--- config.mk ---
export PLATFORM = sky130hd
export DESIGN_NAME = nt_end_flat
export DESIGN_NICKNAME = d
export VERILOG_FILES = /design/src/hw/dsl_frame_pkg.sv /design/src/hw/dsl_link_if.sv /design/src/hw/nt_end.sv /design/src/hw/lt_end.sv /design/src/flat_wrapper.sv
export SDC_FILE = /design/constraint.sdc
export NUM_CORES = 1
export LEC_CHECK = 0
export BUFFER_PORTS_ARGS = -buffer_cell sky130_fd_sc_hd__buf_2
export CORE_ASPECT_RATIO = 0.7
export CORE_MARGIN = 5
export CORE_UTILIZATION = 47
export CTS_BUF_LIST = sky130_fd_sc_hd__clkbuf_4 sky130_fd_sc_hd__clkbuf_8
export CTS_CLUSTER_DIAMETER = 60
export DETAILED_ROUTE_END_ITERATION = 16
export GPL_TIMING_DRIVEN = 0
export PLACE_DENSITY = 0.7
export SLEW_MARGIN = 20
export SYNTH_ARGS = -nofsm -noshare
export SYNTH_HDL_FRONTEND = slang
export SYNTH_SLANG_ARGS = --single-unit
--- constraint.sdc ---
create_clock -name clk_sys -period 4.1 [get_ports clk_sys]
set_input_delay 0.41 -clock clk_sys [delete_from_list [all_inputs] [get_ports clk_sys]]
set_output_delay 0.41 -clock clk_sys [all_outputs]
set_load 0.01 [all_outputs]
--- src/hw/dsl_frame_pkg.sv ---
package dsl_frame_pkg;
    // Frame layout in bit indices, sync first, stuffing last
    localparam logic [13:0] SYNC_WORD = 14'h2a08;
    localparam logic [3:0] SYNC_MSB = 4'hd;
    localparam logic [13:0] EOC_POS = 14'h000e;
    localparam logic [13:0] CRC_POS = 14'h001b;
    localparam logic [13:0] IND_POS = 14'h0021;
    localparam logic [13:0] PAY_POS = 14'h0030;
    localparam logic [13:0] OVH_LAST = 14'h002f;
    localparam logic [13:0] FRAME_LAST = 14'h3653;
    localparam logic [13:0] STUFF_LAST = 14'h3657;
    localparam logic [13:0] RX_IDLE = 14'h3fff;
    localparam logic [3:0] STUFF_PAT = 4'ha;
    localparam logic [1:0] STUFF_MSB = 2'h3;
    // Check code generator x^6 + x + 1
    localparam logic [5:0] CRC_POLY = 6'h03;
    localparam logic [5:0] CRC_INIT = 6'h00;
    // Scrambler order and direction taps
    localparam int SCR_ORDER = 23;
    localparam int TAP_NT2LT = 18;
    localparam int TAP_LT2NT = 5;
    // Indicator field, 15 bits, sent MSB first
    localparam logic [14:0] IND_IDLE = 15'h7fff;
    localparam int IND_LOSD = 14;
    localparam int IND_FEBE = 13;
    localparam int IND_PS1 = 12;
    localparam int IND_PS2 = 11;
    localparam int IND_BPV = 10;
    localparam int IND_HRP = 9;
    localparam int IND_RRBE = 8;
    localparam int IND_RCBE = 7;
    localparam int IND_RTA = 6;
    localparam int IND_REGA = 5;
    localparam int IND_RDY = 4;
    localparam int FIFO_DEPTH = 16;

    // One serial step of the check-code division
    function automatic logic [5:0] crc6_step(input logic [5:0] r, input logic b);
        logic fb;
        fb = b ^ r[5];
        return {r[4:0], 1'b0} ^ (fb ? CRC_POLY : CRC_INIT);
    endfunction : crc6_step
endpackage : dsl_frame_pkg

--- src/hw/dsl_link_if.sv ---
`timescale 1ns/1ps
`default_nettype none
// One serial bit stream each way, frame start marked with the first sync bit
interface dsl_link_if;
    logic lt2nt_bit;
    logic lt2nt_sof;
    logic nt2lt_bit;
    logic nt2lt_sof;
    modport lt_end (output lt2nt_bit, output lt2nt_sof, input nt2lt_bit, input nt2lt_sof);
    modport nt_end (output nt2lt_bit, output nt2lt_sof, input lt2nt_bit, input lt2nt_sof);
endinterface : dsl_link_if
`default_nettype wire

--- src/hw/nt_end.sv ---
// How it works
// RULE1 - Unassigned overhead bits are sent as ONE
// RULE2 - Every frame opens with the fixed sync word
// RULE3 - No application signal clears loss indicator next frame
// RULE4 - Local check mismatch clears far-end error bit
// RULE5 - Far-end error bit ONE without a new failure
// RULE6 - Thirteen maintenance bits per frame reach handler
// RULE7 - Check covers frame minus sync, check, stuffing
// RULE8 - Divide by x^6+x+1, highest coefficient first
// RULE9 - First frame check bits may be arbitrary
// RULE10 - Network terminal sends two-bit power status code
// RULE11 - Code violation in frame clears next violation bit
// RULE12 - Repeater clears presence bit, terminals send ONE
// RULE13 - Repeater line-side check error clears first bit
// RULE14 - Repeater terminal-side check error clears second bit
// RULE15 - Network terminal alarm bit low while alarm pending
// RULE16 - Repeater alarm bit low while alarm pending
// RULE17 - Stuffing is zero or two quats, unscrambled
// RULE18 - Ready indicator low only when ready to receive
// RULE19 - Scramble all but sync and stuffing bits
// RULE20 - Taps 23/18 toward line, 23/5 toward network
// RULE21 - Receiver descrambles with the same direction taps
// RULE22 - Receiver compares remainder with next frame's check
`timescale 1ns/1ps
`default_nettype none

// Synchronous FIFO; ready is registered so the source sees back-pressure
module dsl_fifo
    import dsl_frame_pkg::*;
#(
    parameter int WIDTH = 1,
    parameter int DEPTH = FIFO_DEPTH
) (
    input wire logic clk_sys,
    input wire logic rst,
    input wire logic [WIDTH-1:0] in_data,
    input wire logic in_valid,
    output logic in_ready,
    output logic [WIDTH-1:0] out_data,
    output logic out_valid,
    input wire logic out_ready
);
    localparam int AW = $clog2(DEPTH);
    logic [WIDTH-1:0] mem [DEPTH];
    logic [AW-1:0] wr_reg;
    logic [AW-1:0] rd_reg;
    logic [AW:0] count_reg;
    logic [AW:0] count_next;
    logic push;
    logic pop;

    assign out_valid = (count_reg != '0);
    assign out_data = mem[rd_reg];
    assign push = in_valid && in_ready;
    assign pop = out_valid && out_ready;

    // Occupancy and pointers
    always_comb begin
        count_next = count_reg;
        if (push && !pop) begin
            count_next = count_reg + 1'b1;
        end else if (pop && !push) begin
            count_next = count_reg - 1'b1;
        end
    end

    always_ff @(posedge clk_sys) begin
        if (rst) begin
            wr_reg <= '0;
            rd_reg <= '0;
            count_reg <= '0;
            in_ready <= 1'b0;
        end else begin
            if (push) wr_reg <= wr_reg + 1'b1;
            if (pop) rd_reg <= rd_reg + 1'b1;
            count_reg <= count_next;
            in_ready <= (count_next != (AW+1)'(DEPTH));
        end
    end

    // Storage has no reset; only valid words are ever read
    always_ff @(posedge clk_sys) begin
        if (push) mem[wr_reg] <= in_data;
    end
endmodule : dsl_fifo

// Self-synchronising scrambler or descrambler, order 23
module dsl_scrambler
    import dsl_frame_pkg::*;
#(
    parameter int TAP = TAP_NT2LT,
    parameter bit DESCR = 1'b0
) (
    input wire logic clk_sys,
    input wire logic rst,
    input wire logic en,
    input wire logic in_bit,
    output logic out_bit
);
    logic [SCR_ORDER-1:0] hist_reg;

    assign out_bit = in_bit ^ hist_reg[TAP-1] ^ hist_reg[SCR_ORDER-1]; // RULE20 RULE21

    // History holds line bits, so both ends lock without a shared seed
    always_ff @(posedge clk_sys) begin
        if (rst) begin
            hist_reg <= '0;
        end else if (en) begin
            hist_reg <= {hist_reg[SCR_ORDER-2:0], DESCR ? in_bit : out_bit};
        end
    end
endmodule : dsl_scrambler

// Framer, check code and scrambling shared by both ends
module dsl_frame_core
    import dsl_frame_pkg::*;
#(
    parameter int TX_TAP = TAP_NT2LT,
    parameter int RX_TAP = TAP_LT2NT
) (
    input wire logic clk_sys,
    input wire logic rst,
    input wire logic [14:0] ind_in,
    input wire logic [12:0] eoc_in,
    output logic ovh_take,
    input wire logic pay_bit,
    input wire logic pay_valid,
    output logic pay_ready,
    input wire logic stuff_req,
    output logic tx_bit,
    output logic tx_sof,
    input wire logic rx_bit,
    input wire logic rx_sof,
    output logic [14:0] far_ind,
    output logic [12:0] eoc_rx,
    output logic eoc_rx_valid,
    output logic rx_pay,
    output logic rx_pay_valid,
    output logic crc_err,
    output logic sync_err
);
    logic [13:0] cnt_reg;
    logic stuff_now_reg;
    logic [33:0] ovh_sh_reg;
    logic [5:0] crc_acc_reg;
    logic raw;
    logic scr_en;
    logic scr_out;
    logic in_ovh;
    logic in_pay;
    logic cov;
    logic [13:0] ri;
    logic [13:0] ridx_reg;
    logic r_ovh;
    logic r_pay;
    logic r_scr;
    logic d;
    logic [33:0] rsh_next;
    logic [33:0] rsh_reg;
    logic [5:0] racc_reg;
    logic [5:0] racc_next;
    logic [5:0] rem_prev_reg;
    logic have_prev_reg;
    logic sync_bad_reg;
    logic sync_bad_next;

    // Transmit field decode
    always_comb begin
        in_ovh = (cnt_reg >= EOC_POS) && (cnt_reg < PAY_POS);
        in_pay = (cnt_reg >= PAY_POS) && (cnt_reg <= FRAME_LAST);
        scr_en = (cnt_reg >= EOC_POS) && (cnt_reg <= FRAME_LAST); // RULE19
        cov = in_pay || (in_ovh && !((cnt_reg >= CRC_POS) && (cnt_reg < IND_POS))); // RULE7
        if (cnt_reg < EOC_POS) begin
            raw = SYNC_WORD[SYNC_MSB - cnt_reg[3:0]]; // RULE2
        end else if (in_ovh) begin
            raw = ovh_sh_reg[33];
        end else if (in_pay) begin
            raw = pay_valid ? pay_bit : 1'b1; // Idle fill when starved
        end else begin
            raw = STUFF_PAT[STUFF_MSB - cnt_reg[1:0]]; // RULE17
        end
    end

    assign ovh_take = (cnt_reg == '0);
    assign pay_ready = in_pay;

    dsl_scrambler #(.TAP(TX_TAP), .DESCR(1'b0)) u_scr (
        .clk_sys(clk_sys),
        .rst(rst),
        .en(scr_en),
        .in_bit(raw),
        .out_bit(scr_out)
    );

    // Frame counter; stuffing decided once per frame, zero or two quats
    always_ff @(posedge clk_sys) begin
        if (rst) begin
            cnt_reg <= '0;
            stuff_now_reg <= 1'b0;
        end else begin
            if (ovh_take) stuff_now_reg <= stuff_req; // RULE17
            if (cnt_reg == (stuff_now_reg ? STUFF_LAST : FRAME_LAST)) begin
                cnt_reg <= '0;
            end else begin
                cnt_reg <= cnt_reg + 1'b1;
            end
        end
    end

    // Overhead load and check over the frame just sent
    always_ff @(posedge clk_sys) begin
        if (rst) begin
            ovh_sh_reg <= '1;
            crc_acc_reg <= CRC_INIT; // RULE9
        end else begin
            if (ovh_take) begin
                ovh_sh_reg <= {eoc_in, crc_acc_reg, ind_in}; // RULE6
            end else if (in_ovh) begin
                ovh_sh_reg <= {ovh_sh_reg[32:0], 1'b1};
            end
            if (cov) begin
                crc_acc_reg <= crc6_step((cnt_reg == EOC_POS) ? CRC_INIT : crc_acc_reg, raw); // RULE8
            end
        end
    end

    // Line outputs; sync and stuffing bypass the scrambler
    always_ff @(posedge clk_sys) begin
        if (rst) begin
            tx_bit <= 1'b1;
            tx_sof <= 1'b0;
        end else begin
            tx_bit <= scr_en ? scr_out : raw; // RULE19
            tx_sof <= ovh_take;
        end
    end

    // Receive field decode, index restarts on the frame marker
    always_comb begin
        ri = rx_sof ? 14'h0000 : ridx_reg;
        r_ovh = (ri >= EOC_POS) && (ri < PAY_POS);
        r_pay = (ri >= PAY_POS) && (ri <= FRAME_LAST);
        r_scr = (ri >= EOC_POS) && (ri <= FRAME_LAST);
        rsh_next = r_ovh ? {rsh_reg[32:0], d} : rsh_reg;
        racc_next = racc_reg;
        if (r_pay || (r_ovh && !((ri >= CRC_POS) && (ri < IND_POS)))) begin
            racc_next = crc6_step((ri == EOC_POS) ? CRC_INIT : racc_reg, d); // RULE22
        end
        sync_bad_next = sync_bad_reg;
        if (ri < EOC_POS) begin
            sync_bad_next = ((ri == '0) ? 1'b0 : sync_bad_reg)
                | (rx_bit != SYNC_WORD[SYNC_MSB - ri[3:0]]);
        end
    end

    dsl_scrambler #(.TAP(RX_TAP), .DESCR(1'b1)) u_descr (
        .clk_sys(clk_sys),
        .rst(rst),
        .en(r_scr),
        .in_bit(rx_bit),
        .out_bit(d)
    );

    // Receive index and check state
    always_ff @(posedge clk_sys) begin
        if (rst) begin
            ridx_reg <= RX_IDLE;
            rsh_reg <= '1;
            racc_reg <= CRC_INIT;
            rem_prev_reg <= CRC_INIT;
            have_prev_reg <= 1'b0;
            sync_bad_reg <= 1'b0;
        end else begin
            ridx_reg <= (ri >= STUFF_LAST) ? RX_IDLE : ri + 1'b1;
            rsh_reg <= rsh_next;
            racc_reg <= racc_next;
            sync_bad_reg <= sync_bad_next;
            // A short or missing frame leaves no result to compare
            if (ri == FRAME_LAST) begin
                rem_prev_reg <= racc_next;
                have_prev_reg <= 1'b1;
            end else if (ri == OVH_LAST || (rx_sof && ridx_reg <= FRAME_LAST)) begin
                have_prev_reg <= 1'b0;
            end
        end
    end

    // Overhead, payload and error outputs toward the user
    always_ff @(posedge clk_sys) begin
        if (rst) begin
            far_ind <= IND_IDLE;
            eoc_rx <= '1;
            eoc_rx_valid <= 1'b0;
            rx_pay <= 1'b0;
            rx_pay_valid <= 1'b0;
            crc_err <= 1'b0;
            sync_err <= 1'b0;
        end else begin
            eoc_rx_valid <= (ri == OVH_LAST);
            crc_err <= (ri == OVH_LAST) && have_prev_reg
                && (rsh_next[20:15] != rem_prev_reg); // RULE22
            sync_err <= (ri == EOC_POS - 1'b1) && sync_bad_next;
            if (ri == OVH_LAST) begin
                eoc_rx <= rsh_next[33:21]; // RULE6
                far_ind <= rsh_next[14:0];
            end
            rx_pay <= d;
            rx_pay_valid <= r_pay;
        end
    end
endmodule : dsl_frame_core

// Network terminal end, or a repeater's network-facing half when asked
module nt_end
    import dsl_frame_pkg::*;
#(
    parameter bit IS_REPEATER = 1'b0
) (
    input wire logic clk_sys,
    input wire logic rst,
    dsl_link_if.nt_end link,
    input wire logic pay_in,
    input wire logic pay_in_valid,
    output logic pay_in_ready,
    output logic pay_out,
    output logic pay_out_valid,
    input wire logic [12:0] eoc_tx,
    output logic [12:0] eoc_rx,
    output logic eoc_rx_valid,
    input wire logic sig_absent,
    input wire logic code_violation,
    input wire logic primary_supply_flag,
    input wire logic secondary_supply_flag,
    input wire logic alarm_pending,
    input wire logic rx_ready,
    input wire logic far_side_crc_err,
    input wire logic stuff_req,
    output logic [14:0] far_ind,
    output logic crc_err,
    output logic sync_err
);
    logic take;
    logic crc_err_i;
    logic febe_pend_reg;
    logic bpv_pend_reg;
    logic rcbe_pend_reg;
    logic [14:0] ind;
    logic f_bit;
    logic f_valid;
    logic f_ready;

    // Events wait for the next frame; a set in the take cycle survives
    always_ff @(posedge clk_sys) begin
        if (rst) begin
            febe_pend_reg <= 1'b0;
            bpv_pend_reg <= 1'b0;
            rcbe_pend_reg <= 1'b0;
        end else begin
            febe_pend_reg <= crc_err_i | (febe_pend_reg & ~take); // RULE4 RULE13
            bpv_pend_reg <= code_violation | (bpv_pend_reg & ~take); // RULE11
            rcbe_pend_reg <= far_side_crc_err | (rcbe_pend_reg & ~take); // RULE14
        end
    end

    // Outgoing indicator field
    always_comb begin
        ind = IND_IDLE; // RULE1
        ind[IND_LOSD] = ~sig_absent; // RULE3
        ind[IND_FEBE] = ~febe_pend_reg; // RULE5
        ind[IND_BPV] = ~bpv_pend_reg; // RULE11
        ind[IND_HRP] = ~IS_REPEATER; // RULE12
        ind[IND_RDY] = ~rx_ready; // RULE18
        if (IS_REPEATER) begin
            ind[IND_RRBE] = ~febe_pend_reg; // RULE13
            ind[IND_RCBE] = ~rcbe_pend_reg; // RULE14
            ind[IND_REGA] = ~alarm_pending; // RULE16
        end else begin
            ind[IND_PS1] = primary_supply_flag; // RULE10
            ind[IND_PS2] = secondary_supply_flag; // RULE10
            ind[IND_RTA] = ~alarm_pending; // RULE15
        end
    end

    dsl_fifo #(.WIDTH(1), .DEPTH(FIFO_DEPTH)) u_fifo (
        .clk_sys(clk_sys),
        .rst(rst),
        .in_data(pay_in),
        .in_valid(pay_in_valid),
        .in_ready(pay_in_ready),
        .out_data(f_bit),
        .out_valid(f_valid),
        .out_ready(f_ready)
    );

    dsl_frame_core #(.TX_TAP(TAP_NT2LT), .RX_TAP(TAP_LT2NT)) u_core (
        .clk_sys(clk_sys),
        .rst(rst),
        .ind_in(ind),
        .eoc_in(eoc_tx),
        .ovh_take(take),
        .pay_bit(f_bit),
        .pay_valid(f_valid),
        .pay_ready(f_ready),
        .stuff_req(stuff_req),
        .tx_bit(link.nt2lt_bit),
        .tx_sof(link.nt2lt_sof),
        .rx_bit(link.lt2nt_bit),
        .rx_sof(link.lt2nt_sof),
        .far_ind(far_ind),
        .eoc_rx(eoc_rx),
        .eoc_rx_valid(eoc_rx_valid),
        .rx_pay(pay_out),
        .rx_pay_valid(pay_out_valid),
        .crc_err(crc_err_i),
        .sync_err(sync_err)
    );

    assign crc_err = crc_err_i; // Already a flop inside the core
endmodule : nt_end
`default_nettype wire

--- src/hw/lt_end.sv ---
`timescale 1ns/1ps
`default_nettype none
// Line terminal end; fields it has no use for go out as ONE
module lt_end
    import dsl_frame_pkg::*;
(
    input wire logic clk_sys,
    input wire logic rst,
    dsl_link_if.lt_end link,
    input wire logic pay_in,
    input wire logic pay_in_valid,
    output logic pay_in_ready,
    output logic pay_out,
    output logic pay_out_valid,
    input wire logic [12:0] eoc_tx,
    output logic [12:0] eoc_rx,
    output logic eoc_rx_valid,
    input wire logic sig_absent,
    input wire logic code_violation,
    input wire logic rx_ready,
    input wire logic stuff_req,
    output logic [14:0] far_ind,
    output logic crc_err,
    output logic sync_err
);
    logic take;
    logic crc_err_i;
    logic febe_pend_reg;
    logic bpv_pend_reg;
    logic [14:0] ind;
    logic f_bit;
    logic f_valid;
    logic f_ready;

    // Pending events held until the next frame's overhead is loaded
    always_ff @(posedge clk_sys) begin
        if (rst) begin
            febe_pend_reg <= 1'b0;
            bpv_pend_reg <= 1'b0;
        end else begin
            febe_pend_reg <= crc_err_i | (febe_pend_reg & ~take); // RULE4
            bpv_pend_reg <= code_violation | (bpv_pend_reg & ~take); // RULE11
        end
    end

    // Outgoing indicator field
    always_comb begin
        ind = IND_IDLE; // RULE1 RULE12
        ind[IND_LOSD] = ~sig_absent; // RULE3
        ind[IND_FEBE] = ~febe_pend_reg; // RULE5
        ind[IND_BPV] = ~bpv_pend_reg; // RULE11
        ind[IND_RDY] = ~rx_ready; // RULE18
    end

    dsl_fifo #(.WIDTH(1), .DEPTH(FIFO_DEPTH)) u_fifo (
        .clk_sys(clk_sys),
        .rst(rst),
        .in_data(pay_in),
        .in_valid(pay_in_valid),
        .in_ready(pay_in_ready),
        .out_data(f_bit),
        .out_valid(f_valid),
        .out_ready(f_ready)
    );

    dsl_frame_core #(.TX_TAP(TAP_LT2NT), .RX_TAP(TAP_NT2LT)) u_core (
        .clk_sys(clk_sys),
        .rst(rst),
        .ind_in(ind),
        .eoc_in(eoc_tx),
        .ovh_take(take),
        .pay_bit(f_bit),
        .pay_valid(f_valid),
        .pay_ready(f_ready),
        .stuff_req(stuff_req),
        .tx_bit(link.lt2nt_bit),
        .tx_sof(link.lt2nt_sof),
        .rx_bit(link.nt2lt_bit),
        .rx_sof(link.nt2lt_sof),
        .far_ind(far_ind),
        .eoc_rx(eoc_rx),
        .eoc_rx_valid(eoc_rx_valid),
        .rx_pay(pay_out),
        .rx_pay_valid(pay_out_valid),
        .crc_err(crc_err_i),
        .sync_err(sync_err)
    );

    assign crc_err = crc_err_i; // Already a flop inside the core
endmodule : lt_end
`default_nettype wire

--- src/flat_wrapper.sv ---
// flat-port wrapper written by rule: the top's interface ports become plain ports
module nt_end_flat import dsl_frame_pkg::*;
#(
    parameter bit IS_REPEATER = 1'b0
)
  (clk_sys, rst, pay_in, pay_in_valid, pay_in_ready, pay_out, pay_out_valid, eoc_tx, eoc_rx, eoc_rx_valid, sig_absent, code_violation, primary_supply_flag, secondary_supply_flag, alarm_pending, rx_ready, far_side_crc_err, stuff_req, far_ind, crc_err, sync_err, link_nt2lt_bit, link_nt2lt_sof, link_lt2nt_bit, link_lt2nt_sof);
  dsl_link_if link_i ();
  input wire logic clk_sys;
  input wire logic rst;
  input wire logic pay_in;
  input wire logic pay_in_valid;
  output logic pay_in_ready;
  output logic pay_out;
  output logic pay_out_valid;
  input wire logic [12:0] eoc_tx;
  output logic [12:0] eoc_rx;
  output logic eoc_rx_valid;
  input wire logic sig_absent;
  input wire logic code_violation;
  input wire logic primary_supply_flag;
  input wire logic secondary_supply_flag;
  input wire logic alarm_pending;
  input wire logic rx_ready;
  input wire logic far_side_crc_err;
  input wire logic stuff_req;
  output logic [14:0] far_ind;
  output logic crc_err;
  output logic sync_err;
  output wire logic [$bits(link_i.nt2lt_bit)-1:0] link_nt2lt_bit;
  output wire logic [$bits(link_i.nt2lt_sof)-1:0] link_nt2lt_sof;
  input wire logic [$bits(link_i.lt2nt_bit)-1:0] link_lt2nt_bit;
  input wire logic [$bits(link_i.lt2nt_sof)-1:0] link_lt2nt_sof;
  assign link_nt2lt_bit = link_i.nt2lt_bit;
  assign link_nt2lt_sof = link_i.nt2lt_sof;
  assign link_i.lt2nt_bit = link_lt2nt_bit;
  assign link_i.lt2nt_sof = link_lt2nt_sof;
  nt_end #(.IS_REPEATER(IS_REPEATER)) u_core (.clk_sys(clk_sys), .rst(rst), .link(link_i), .pay_in(pay_in), .pay_in_valid(pay_in_valid), .pay_in_ready(pay_in_ready), .pay_out(pay_out), .pay_out_valid(pay_out_valid), .eoc_tx(eoc_tx), .eoc_rx(eoc_rx), .eoc_rx_valid(eoc_rx_valid), .sig_absent(sig_absent), .code_violation(code_violation), .primary_supply_flag(primary_supply_flag), .secondary_supply_flag(secondary_supply_flag), .alarm_pending(alarm_pending), .rx_ready(rx_ready), .far_side_crc_err(far_side_crc_err), .stuff_req(stuff_req), .far_ind(far_ind), .crc_err(crc_err), .sync_err(sync_err));
endmodule
# Word-level counts from Yosys, hierarchy flattened
# Memory sizes are Yosys's and may differ from the RTL's. A register that Yosys moved wholly into a read port is not among the register bits.
# Index checks and enable logic that the tools add are counted.
[op_classes]
add_sub_neg = 9
n_eq_ne = 9
n_reduce_logical = 33
bitwise = 19
magnitude_cmp = 19
n_mux = 29
[ops]
columns = ["operator", "n"]
rows = [
  ["34-bit two-way mux", 3],
  ["14-bit by 6-bit < comparator with 1-bit output, second input constant", 4],
  ["14-bit by 4-bit equality test with 1-bit output, second input constant", 3],
  ["14-bit <= comparator, second input constant", 3],
  ["14-bit by 1-bit adder with 14-bit output, second input constant", 2],
  ["14-bit by 4-bit >= comparator with 1-bit output, second input constant", 2],
  ["14-bit by 5-bit >= comparator with 1-bit output, second input constant", 2],
  ["14-bit by 6-bit >= comparator with 1-bit output, second input constant", 2],
  ["14-bit zero test", 2],
  ["14-bit by 4-bit < comparator with 1-bit output, second input constant", 2],
  ["1-bit logical AND", 18],
  ["6-bit two-way mux", 3],
  ["14-bit equality test", 1],
  ["14-bit equality test, second input constant", 1],
  ["14-bit by 6-bit equality test with 1-bit output, second input constant", 1],
  ["14-bit >= comparator, second input constant", 1],
  ["1-bit two-way mux", 14],
  ["14-bit two-way mux", 1],
  ["6-bit by 2-bit bitwise XOR with 6-bit output", 2],
  ["4-bit by 5-bit < comparator with 1-bit output, second input constant", 2],
  ["5-bit two-way mux", 2],
  ["4-bit by 1-bit adder with 4-bit output, second input constant", 2],
  ["4-bit two-way mux", 2],
  ["4-bit subtractor, first input constant", 2],
  ["19 further kinds", 41],
]
[word_totals]
regBits = 210
output_inout_bits = 36
mem_bits_rw = 16
n_memories = 3
word_cells = 149
input_bits = 27
rom_bits = 32
[memory_table]
columns = ["memory", "depth", "width", "rd", "rd_ports_with_merged_regs", "write_ports", "line_no", "text"]
rows = [
  ["(name not given)", 16, 1, 1, 0, 0, "nt_end.sv:252", "| (rx_bit != SYNC_WORD[SYNC_MSB - ri[3:0]]);"],
  ["(name not given)", 16, 1, 1, 0, 0, "nt_end.sv:174", "raw = SYNC_WORD[SYNC_MSB - cnt_reg[3:0]];"],
  ["u_core.u_fifo.mem", 16, 1, 1, 1, 1, "nt_end.sv:44", "logic [WIDTH-1:0] mem [DEPTH];"],
]

# Longest topological paths before layout
# Gate-level depths: netlist (run 1).
[depth]
depth_word = 9
ltp_mapped = 14

# Modules after synthesis
# From an unflattened synthesis (run 1), not the netlist that was laid out.
[unflattened]
cells_unflattened = 1088
area_unflattened_um2 = 10118.5
[modules_own_cells]
columns = ["module", "seq_area_each_um2", "n_inst", "cells_each", "area_per_inst_um2"]
rows = [
  ["dsl_frame_core", 3042.9, 1, 785, 6749.0],
  ["dsl_fifo", 840.8, 1, 138, 1586.5],
  ["dsl_scrambler (u_core.u_core.u_descr)", 460.4, 1, 76, 853.3],
  ["dsl_scrambler (u_core.u_core.u_scr)", 460.4, 1, 75, 837.1],
  ["nt_end", 40.0, 1, 14, 92.6],
]

# Least setup slack after synthesis (run 1)
# OpenSTA, ideal clock, no wires.
[synth_timing]
path_kind = "in2reg"
from = "input link_lt2nt_sof"
to = "register u_core.u_core.crc_err"
required_ns = 3.975
setup_time_ns = 0.125
path_slack_ns = 1.076
cell_stages = 13
arrival_ns = 2.899
cell_sequence = "clkbuf_1 clkbuf_1 nand2b_1 inv_1 ha_1 nor4b_1 and3_1 buf_6 o21ba_1 buf_6 a2111oi_0 a311oi_1 o41a_1"
[synth_between]
elab_chain_len = 6
elab_cells_between_ends = 9
cone_classes = "order compare (2); eq/ne (2); mux (2); reduce/logical (3)"
[synth_rtl]
columns = ["element", "line_no", "text"]
rows = [
  ["start: declaration", "flat_wrapper.sv:32", "input wire logic [$bits(link_i.lt2nt_sof)-1:0] link_lt2nt_sof;"],
  ["14-bit two-way mux *", "nt_end.sv:240", "ri = rx_sof ? 14'h0000 : ridx_reg;"],
  ["14-bit by 4-bit >= comparator with 1-bit output or 14-bit by 6-bit < comparator with 1-bit output (tied branches)", "nt_end.sv:241", "r_ovh = (ri >= EOC_POS) && (ri < PAY_POS);"],
  ["1-bit logical AND", "nt_end.sv:241", ""],
  ["34-bit two-way mux", "nt_end.sv:244", "rsh_next = r_ovh ? {rsh_reg[32:0], d} : rsh_reg;"],
  ["6-bit != test", "nt_end.sv:301", "&& (rsh_next[20:15] != rem_prev_reg);"],
  ["1-bit logical AND *", "nt_end.sv:301", ""],
  ["end signal: assignment", "nt_end.sv:300", "crc_err <= (ri == OVH_LAST) && have_prev_reg"],
  ["end: declaration", "nt_end.sv:139", "output logic crc_err,"],
]
# Every way passes the cells marked *; elsewhere a longest branch is shown, timed or not.
# A chain may end at the register's enable or synchronous reset.

# Final worst setup path (run 1)
[layout_timing]
from = "input link_lt2nt_sof"
to = "register u_core.u_core.u_descr.hist_reg[12]"
[layout_between]
elab_chain_len = 3
elab_cells_between_ends = 4
cone_classes = "order compare (2); mux (1); reduce/logical (1)"
[layout_rtl]
columns = ["element", "line_no", "text"]
rows = [
  ["14-bit two-way mux *", "nt_end.sv:240", ""],
  ["14-bit by 4-bit >= comparator with 1-bit output or 14-bit <= comparator (tied branches)", "nt_end.sv:243", "r_scr = (ri >= EOC_POS) && (ri <= FRAME_LAST);"],
  ["1-bit logical AND *", "nt_end.sv:243", ""],
  ["end signal: assignment", "nt_end.sv:109", "hist_reg <= {hist_reg[SCR_ORDER-2:0], DESCR ? in_bit : out_bit};"],
  ["end: declaration", "nt_end.sv:100", "logic [SCR_ORDER-1:0] hist_reg;"],
]
# Marks and branches as above.

==> impl_metrics.yaml, run 1 <==
grt:
  grt.busiest_layer: "met2"
  grt_pass1_vias: 7226
  grt.total_usage_pct: 17.7
  grt_pass1_wl_mm: 35.1
  grt_use_met2_pct: 27.0
  antenna_found_initial: 0
  gr-total-overflow: 0
  met3_usage_pct: 3.48
  use_met1_pct: 25.4
  grt_max_degree: 17
cts:
  clkSinkCount: 230
  clk_path_buf_depth: 3
  cts_setup_buffers: 0
  postCtsHoldBufs: 0
  insertion_delay_ns: 0.53
  cts_resized: 0
  root_buffer: "clkbuf_8"
  htreeDepth: 2
  cts_tree: "built"
  cts_buffers: 36
  clk_pin_slew_worst_paths_ns: 0.06
route:
  drtPass1Iterations: 5
  ant_nets: 0
  first_iter_violations: 511
  num_vias: 7398
  wl_per_cell_um: 14.6
  drc: 0
  post_drt_via_cell_ratio: 5.20
  routed_wl_mm: 20.8
power_and_ir_drop:
  powerDensity_nw_per_um2: 431
  irDropWorstVdd_mv: 0.303
  power_mw: 4.80
  p_leak_nw: 4.46
setup_path:
  endpoint_kind: "flop"
  slowest_stage: "clkbuf_1"
  crit_family: "buffers and inverters"
  required_ns: 4.49
  worstPathCellList: "buf_2 -> clkbuf_1 -> clkbuf_1 -> nand2b_1 -> inv_1 -> ha_1 -> clkbuf_1 -> o31ai_1 -> a21oi_1 -> o21a_1 -> o21ai_0 -> o21ai_1 -> buf_2 -> mux2i_1 -> nor2_1"
  max_stage_delay_ns: 0.40
  crit_fanout: 10
  path_buf_inv: 6
  crit_type: "in -> reg"
  cp-start-kind: "primary input"
  critPathMostFrequentCell: "clkbuf_1"
  cp.arrival_ns: 3.83
final_layout:
  syn_to_final_growth_pct: 14.6
  antenna_cells: 0
  largest_register_ffs: 34
  drive_gt1_share_pct: 13.3
  layout_common_cells: "214 x dfxtp_1, 130 x nand2_1, 123 x nor2_1, 91 x mux2i_1, 68 x buf_2"
  layout_commonest_cell: "dfxtp_1"
  nNetsFinal: 1166
  final_util_pct: 54.2
synthesis:
  synthCells: 1021
  syn_avg_cell_area_um2: 9.51
  synth_edf_count: 16
  synth_seq_area_share_pct: 49.1
  ys_async_sr_fraction_pct: 0
  synth_cell_types: 64
  syn_area_um2: 9710
  yosysWarnings: 0
  ys_seq_elements: 230
  syn-num-nets: 1067
  ys.flop_type: "dfxtp_1"
sta:
  setup_viol: 0
  hold_ws_ns: 0.110
  fmax_ghz: 0.290
  max-slew-margin-rel_pct: 51.8
  setup_tns_ns: 0
  fin_skew_ns: 0.0235
  fin_crit_ns: 3.44
  slew_violations: 0
  finalHoldViolations: 0
  rsz0062_at_grt: "no"
  fin_crit_sh_pct: 84.0
  worstMarginPinSlew_ns: 0.724
die:
  core_um2: 20500
  ioPinCount: 63
  die_x_um: 182
  dieArea_um2: 23700
  num_rows: 44
  fp.dieH_um: 130
  start_util_pct: 47.3
place:
  portBuffers: 61
  hpwlAfterDp_mm: 14.7
  globalplace.congestion: 0.882
run_status:
  outcome: "completed"
job:
  maxCapViolCount: 0
min_path:
  hold_path_class: "in -> reg"
[worst register-to-register path, delay by kind of cell, from the launching register on]
kind	cells	cell delay, ns
buffers and inverters	4	0.76
flip-flops	1	0.31
multiplexers	1	0.22
AO/OA/AOI/OAI	3	0.67
AND/OR/NAND/NOR	3	0.90
adder cells (fa/ha/maj)	1	0.29
[logic make-up (layout without fill, tap and decap cells)]
logic type	count (synthesis)	after routing	synth area share (%)
AND/OR/NAND/NOR	388	388	18.6
flip-flops	230	230	49.1
AO/OA/AOI/OAI	150	150	10.8
multiplexers	96	96	10.4
buffers and inverters	91	217	4.42
XOR/XNOR	47	47	4.24
adder cells (fa/ha/maj)	19	19	2.45
[synth_stat cells (3+ instances only)]
cell type / n / area [µm²]
a211o_1: 7 / 61.3
a211oi_1: 10 / 75.1
a21oi_1: 26 / 130
a221oi_1: 22 / 193
a22o_1: 3 / 26.3
a31oi_1: 4 / 25.0
and2_1: 4 / 25.0
and2b_1: 3 / 22.5
and3_1: 12 / 75.1
and4_1: 3 / 26.3
buf_12: 3 / 60.1
buf_2: 7 / 35.0
clkbuf_1: 48 / 180
dfxtp_1: 214 / 4280
edfxtp_1: 16 / 480
ha_1: 19 / 238
inv_1: 26 / 97.6
mux2i_1: 91 / 911
mux4_2: 4 / 90.1
nand2_1: 130 / 488
nand2b_1: 38 / 238
nand3_1: 25 / 125
nand4_1: 9 / 56.3
nor2_1: 123 / 462
nor2b_1: 6 / 37.5
nor3_1: 11 / 55.1
nor4b_1: 3 / 26.3
o211ai_1: 31 / 233
o21ai_0: 25 / 125
o22ai_1: 5 / 31.3
or2_2: 3 / 18.8
or3_1: 3 / 18.8
xnor2_1: 26 / 228
xor2_1: 21 / 184
[area by class of cell]
class,instances,area [µm²]
clock buffer,57,722
buffer,64,328
clock inverter,8,47.5
multi-input combinational,700,4520
inverter,27,101
timing repair buffer,61,305
tap,276,345
sequential,230,4760
fill,1887,9400
[through the flow]
| step | instances | setup slack, ns | area, µm² |
|---|---|---|---|
| floorplan | 1021 | 1.08 | 9710 |
| global placement | 1358 | 0.167 | 10400 |
| detailed placement | 1358 | 0.143 | 10400 |
| CTS | 1423 | 0.660 | 11100 |
| global route | 1423 | 0.345 | 11100 |
| finish | 1423 | 0.656 | 11100 |
[routing by layer]
layer	share of wire (%)	vias up	wire, µm
li1	-	3743	-
met1	51	3470	10600
met2	43	152	8850
met3	4.6	33	948
met4	1.9	0	404
met5	0	-	0
[power breakdown]
part           switching (mW)  internal, mW  leakage [nW]  total, mW
combinational           0.251         0.164          2.17      0.415
sequential             0.0520          2.33          1.89       2.38
clock                   0.880          1.12         0.404       2.00
total                    1.18          3.62          4.46       4.80
[final timing paths]
check / start / to / slack (ns) / cells after the start
setup reg to reg: u_core.u_core.ridx_reg[2] / u_core.u_core.crc_err / 0.81 / 12
hold / removal: code_violation / u_core.bpv_pend_reg / 0.11 / 3
setup / recovery: link_lt2nt_sof / u_core.u_core.u_descr.hist_reg[12] / 0.66 / 15
hold reg to reg: u_core.u_core.ovh_sh_reg[27] / u_core.u_core.ovh_sh_reg[27] / 0.44 / 2
Note: power is estimated with default switching activity, not from simulation.
==> inputs of run 2 (changes only) <==
--- a/config.mk
+++ b/config.mk
@@ -13,7 +13,7 @@
 export CTS_CLUSTER_DIAMETER = 60
 export DETAILED_ROUTE_END_ITERATION = 16
 export GPL_TIMING_DRIVEN = 0
-export PLACE_DENSITY = 0.7
+export PLACE_DENSITY = 0.73
 export SLEW_MARGIN = 20
 export SYNTH_ARGS = -nofsm -noshare
 export SYNTH_HDL_FRONTEND = slang
==> constraint.sdc (replaced) <==
create_clock -name clk_sys -period 2.9 [get_ports clk_sys]
set_input_delay 0.29 -clock clk_sys [delete_from_list [all_inputs] [get_ports clk_sys]]
set_output_delay 0.29 -clock clk_sys [all_outputs]
set_load 0.01 [all_outputs]
==> run 2 against run 1 <==
Worst hold slack lost 0.091 ns. Cell area grew 1.2%. Non-clock buffer count grew 9. Sequential power grew 42%. Combinational power grew 47%. Clock power grew 42%. Routed wire length grew 1.5%. Count of clock-buffer cells in the layout shrank 2. Clock skew grew 0.011 ns.
==> impl_metrics.yaml, run 2 (synthesis results as in run 1) <==
route:
  wl_per_cell_um: 14.8
  first_iter_violations: 451
  drtPass1Iterations: 4
  ant_nets: 0
  num_vias: 7516
  post_drt_via_cell_ratio: 5.26
  routed_wl_mm: 21.1
  drc: 0
die:
  fp.dieH_um: 130
  core_um2: 20500
  start_util_pct: 47.3
  dieArea_um2: 23700
  ioPinCount: 63
  num_rows: 44
  die_x_um: 182
setup_path:
  crit_fanout: 6
  crit_cells: 10
  worst-r2r-cell-count: 10
  cp.arrival_ns: 3.22
  crit_family: "simple AND/OR/NAND/NOR gates"
  crit_type: "reg -> reg"
  required_ns: 3.28
  path_buf_inv: 3
  endpoint_kind: "flop"
  worstPathCellList: "or4_4 -> nor4_4 -> and3_1 -> buf_6 -> o21ba_4 -> buf_6 -> buf_12 -> mux2i_4 -> o21ai_1 -> o41a_1"
  max_stage_delay_ns: 0.54
  cp-start-kind: "flop"
  slowest_stage: "or4_4"
  critPathMostFrequentCell: "buf_6"
sta:
  fin_skew_ns: 0.0341
  setup_tns_ns: 0
  fin_crit_sh_pct: 98.1
  worstMarginPinSlew_ns: 0.693
  setup_viol: 0
  slew_violations: 0
  finalHoldViolations: 0
  rsz0062_at_grt: "yes"
  max-slew-margin-rel_pct: 53.8
  setup_slack_ns: 0.0556
  fin_crit_ns: 2.84
  fmax_ghz: 0.352
final_layout:
  layout_common_cells: "210 x dfxtp_1, 130 x nand2_1, 123 x nor2_1, 90 x mux2i_1, 69 x buf_2"
  antenna_cells: 0
  largest_register_ffs: 34
  stdcell_area_um2: 11300
  syn_to_final_growth_pct: 16.0
  layout_commonest_cell: "dfxtp_1"
  instances_no_fill: 1429
  drive_gt1_share_pct: 15.3
  nNetsFinal: 1175
job:
  maxCapViolCount: 0
place:
  portBuffers: 61
  globalplace.congestion: 0.848
  place_inst: 1358
  pre_cts_slack_ns: -0.893
  hpwlAfterDp_mm: 14.6
  dpl_cell_area_um2: 10400
cts:
  cts_tree: "built"
  cts_buffers: 36
  htreeDepth: 2
  insertion_delay_ns: 0.52
  clk_pin_slew_worst_paths_ns: 0.07
  clk_path_buf_depth: 3
  root_buffer: "clkbuf_8"
  clkSinkCount: 230
grt:
  grt_pass1_wl_mm: 34.7
  antenna_found_initial: 1
  grt_max_degree: 17
  grt_pass1_vias: 7118
  grt.total_usage_pct: 17.3
  gr-total-overflow: 0
run_status:
  outcome: "completed"
power_and_ir_drop:
  powerDensity_nw_per_um2: 606
  irDropWorstVdd_mv: 0.376
  p_leak_nw: 4.52
min_path:
  hold_path_class: "in -> reg"
  min_path_cells: 3
run 2: layout make-up:
type                       instances  area (µm²)
fill                            1847        9270
sequential                       230        4770
multi-input combinational        700        4580
clock buffer                      55         682
timing repair buffer              72         393
tap                              276         345
buffer                            62         328
inverter                          27         101
clock inverter                     7        68.8
run 2: power breakdown:
group          internal (mW)  switching [mW]  total, mW
Clock                   1.59            1.25       2.84
Combinational          0.250           0.361      0.611
Sequential              3.30          0.0788       3.38
run 2: routing by layer:
metal	wire [µm]	share of wire, %	GRT usage (%)	vias up
li1	-	-	-	3766
met1	10700	51	25.7	3563
met2	9050	43	26.1	158
met3	1120	5.3	3.76	27
met4	244	1.2	3.62	2
met5	7	0.033	0	-
run 2: stage by stage:
stage          hold slack (ns)  utilization, %  power, mW
2_1_floorplan            0.389               -       3.86
3_3_place_gp             0.430            50.5       4.00
3_5_place_dp             0.434            50.5       4.02
4_1_cts               0.000992            54.3       6.86
5_1_grt                 0.0140            54.9       7.13
6_report                0.0183            54.9       6.83
run 2: tightest hold or removal path, delay by kind of cell:
family          cells  cell delay (ns)
buf+inv             1             0.08
compound gates      1             0.06
simple gates        1             0.05
run 2: repair_timing:
item                                    CTS  global route
resized for setup                         7            19
hold buffers                              2             0
setup buffers                             0             9
endpoints found under the hold margin     2             0
endpoints found under the setup margin   93            68
pin swaps                                 0             5
run 2: path summary, 6_finish.rpt:
| check | start | endpoint | slack, ns |
|---|---|---|---|
| hold reg to reg | u_core.u_core.ovh_sh_reg[19] | u_core.u_core.ovh_sh_reg[19] | 0.44 |
| setup reg to reg | u_core.u_core.ridx_reg[13] | u_core.u_core.crc_err | 0.06 |
| setup / recovery | u_core.u_core.ridx_reg[13] | u_core.u_core.crc_err | 0.06 |
| hold / removal | eoc_tx[5] | u_core.u_core.ovh_sh_reg[26] | 0.02 |
==> inputs of run 3 (changes only) <==
--- a/config.mk
+++ b/config.mk
@@ -8,12 +8,12 @@
 export BUFFER_PORTS_ARGS = -buffer_cell sky130_fd_sc_hd__buf_2
 export CORE_ASPECT_RATIO = 0.7
 export CORE_MARGIN = 5
-export CORE_UTILIZATION = 47
+export CORE_UTILIZATION = 45
 export CTS_BUF_LIST = sky130_fd_sc_hd__clkbuf_4 sky130_fd_sc_hd__clkbuf_8
 export CTS_CLUSTER_DIAMETER = 60
 export DETAILED_ROUTE_END_ITERATION = 16
 export GPL_TIMING_DRIVEN = 0
-export PLACE_DENSITY = 0.73
+export PLACE_DENSITY = 0.71
 export SLEW_MARGIN = 20
 export SYNTH_ARGS = -nofsm -noshare
 export SYNTH_HDL_FRONTEND = slang
==> run 3 against run 2 <==
Routed wire length grew 0.48%. Sequential cell count stayed put. Highest routed layer is now met4. Clock skew is 0.011 ns lower. Total power grew 1.9%. Clock power rose by 5%. First-iteration DRC count is 0.67% higher. Sequential share of layout area down 0.48 points.
==> impl_metrics.yaml, run 3 (synthesis results as in run 1) <==
final_layout:
  largest_register_ffs: 34
  final_util_pct: 53.1
  syn_to_final_growth_pct: 17.3
  area.sequential_um2: 4770
  drive_gt1_share_pct: 15.3
  nNetsFinal: 1180
  fill_cells: 1919
  multiInputGateArea_um2: 4580
  layout_commonest_cell: "dfxtp_1"
  layout_common_cells: "212 x dfxtp_1, 130 x nand2_1, 123 x nor2_1, 88 x mux2i_1, 67 x buf_2"
sta:
  rsz0062_at_grt: "yes"
  max-slew-margin-rel_pct: 52.2
  setup_viol: 0
  slew_violations: 0
  fin_crit_ns: 2.83
  hold_ws_ns: 0.00945
  fmax_ghz: 0.353
  fin_crit_sh_pct: 97.6
  setup_slack_ns: 0.0683
  worstMarginPinSlew_ns: 0.717
  finalHoldViolations: 0
  fin_skew_ns: 0.0230
place:
  hpwlAfterDp_mm: 14.9
  globalplace.congestion: 0.904
  pre_cts_slack_ns: -0.881
  portBuffers: 61
setup_path:
  crit_family: "simple AND/OR/NAND/NOR gates"
  cp-start-kind: "flop"
  required_ns: 3.28
  max_stage_delay_ns: 0.54
  critPathMostFrequentCell: "buf_6"
  path_buf_inv: 3
  crit_fanout: 8
  crit_type: "reg -> reg"
  cp.arrival_ns: 3.21
  slowest_stage: "or4_4"
  endpoint_kind: "flop"
  worstPathCellList: "or4_4 -> nor4_4 -> and3_1 -> buf_6 -> o21ba_1 -> buf_6 -> buf_12 -> mux2i_4 -> o21ai_2 -> o41a_1"
route:
  first_iter_violations: 454
  drc: 0
  num_vias: 7553
  routed_wl_mm: 21.2
  drtPass1Iterations: 5
  post_drt_via_cell_ratio: 5.23
  wl_per_cell_um: 14.7
  ant_nets: 0
grt:
  grt_max_degree: 17
  antenna_found_initial: 0
  grt_pass1_vias: 7232
  grt_pass1_wl_mm: 35.1
  gr-total-overflow: 0
  grt.total_usage_pct: 16.8
cts:
  cts_tree: "built"
  htreeDepth: 2
  cts_buffers: 36
  clkSinkCount: 230
  clk_path_buf_depth: 3
  insertion_delay_ns: 0.52
  clk_pin_slew_worst_paths_ns: 0.07
  root_buffer: "clkbuf_8"
run_status:
  outcome: "completed"
power_and_ir_drop:
  irDropWorstVdd_mv: 0.377
  powerDensity_nw_per_um2: 611
  switching_share_pct: 24.1
  pwr-share-clk_pct: 42.6
  pwr-share-comb_pct: 8.9
  switchingPower_mw: 1.67
  power_mw: 6.96
  seq_power_share_pct: 48.5
  p_leak_nw: 4.58
  internal-power_mw: 5.28
die:
  core_um2: 21500
  die_x_um: 186
  ioPinCount: 63
  num_rows: 45
  fp.dieH_um: 133
  dieArea_um2: 24700
  start_util_pct: 45.3
min_path:
  hold_path_class: "in -> reg"
job:
  maxCapViolCount: 0
[run 3: final timing paths]
path                                      from                           end  slack [ns]  cells after the start
setup reg to reg    u_core.u_core.ridx_reg[11]         u_core.u_core.crc_err        0.07                     10
hold reg to reg   u_core.u_core.ovh_sh_reg[22]  u_core.u_core.ovh_sh_reg[22]        0.44                      2
setup / recovery    u_core.u_core.ridx_reg[11]         u_core.u_core.crc_err        0.07                     10
hold / removal             primary_supply_flag  u_core.u_core.ovh_sh_reg[12]       0.009                      3
[run 3: layout make-up]
class	count	share of cell area, %
Sequential cell	230	41.9
Multi-Input combinational cell	700	40.2
Clock buffer	57	6.23
Timing Repair Buffer	76	3.95
Tap cell	282	3.10
Buffer	63	2.99
Inverter	27	0.890
Clock inverter	7	0.791
Antenna cell	1	0.0220
[run 3: power groups by stage]
stage | clock, mW | sequential, mW | combinational (mW)
4_1_cts | 3.04 | 3.37 | 0.591
3_5_place_dp | 0 | 3.44 | 0.583
6_report | 2.97 | 3.38 | 0.616
2_1_floorplan | 0 | 3.42 | 0.436
5_1_grt | 3.20 | 3.39 | 0.689
3_3_place_gp | 0 | 3.43 | 0.574
[run 3: worst min-delay path, cell delays in order]
cell and delay, ns:
buf_2 0.08, a221oi_1 0.07, nand2_1 0.05
[run 3: what timing repair did]
item,in CTS,in global routing
endpoints found under the setup margin,73,66
pin swaps,0,2
gates cloned,0,1
resized for setup,6,26
buffers inserted,0,8
hold buffers,6,0
hold endpoints to repair,6,0
[run 3: per-layer routing]
| metal | GRT usage, % | routed length, µm |
|---|---|---|
| met4 | 3.88 | 376 |
| met5 | 0 | 0 |
| met1 | 25.3 | 10700 |
| met3 | 3.71 | 1280 |
| met2 | 24.4 | 8820 |
[run 3: metrics by stage]
stage | setup TNS, ns | cells | instance area, µm²
finish | 0 | 1443 | 11400
global route | -0.0425 | 1442 | 11400
CTS | 0 | 1433 | 11200
detailed placement | -56.78 | 1364 | 10400
global placement | -55.42 | 1364 | 10400
floorplan | 0 | 1021 | 9710
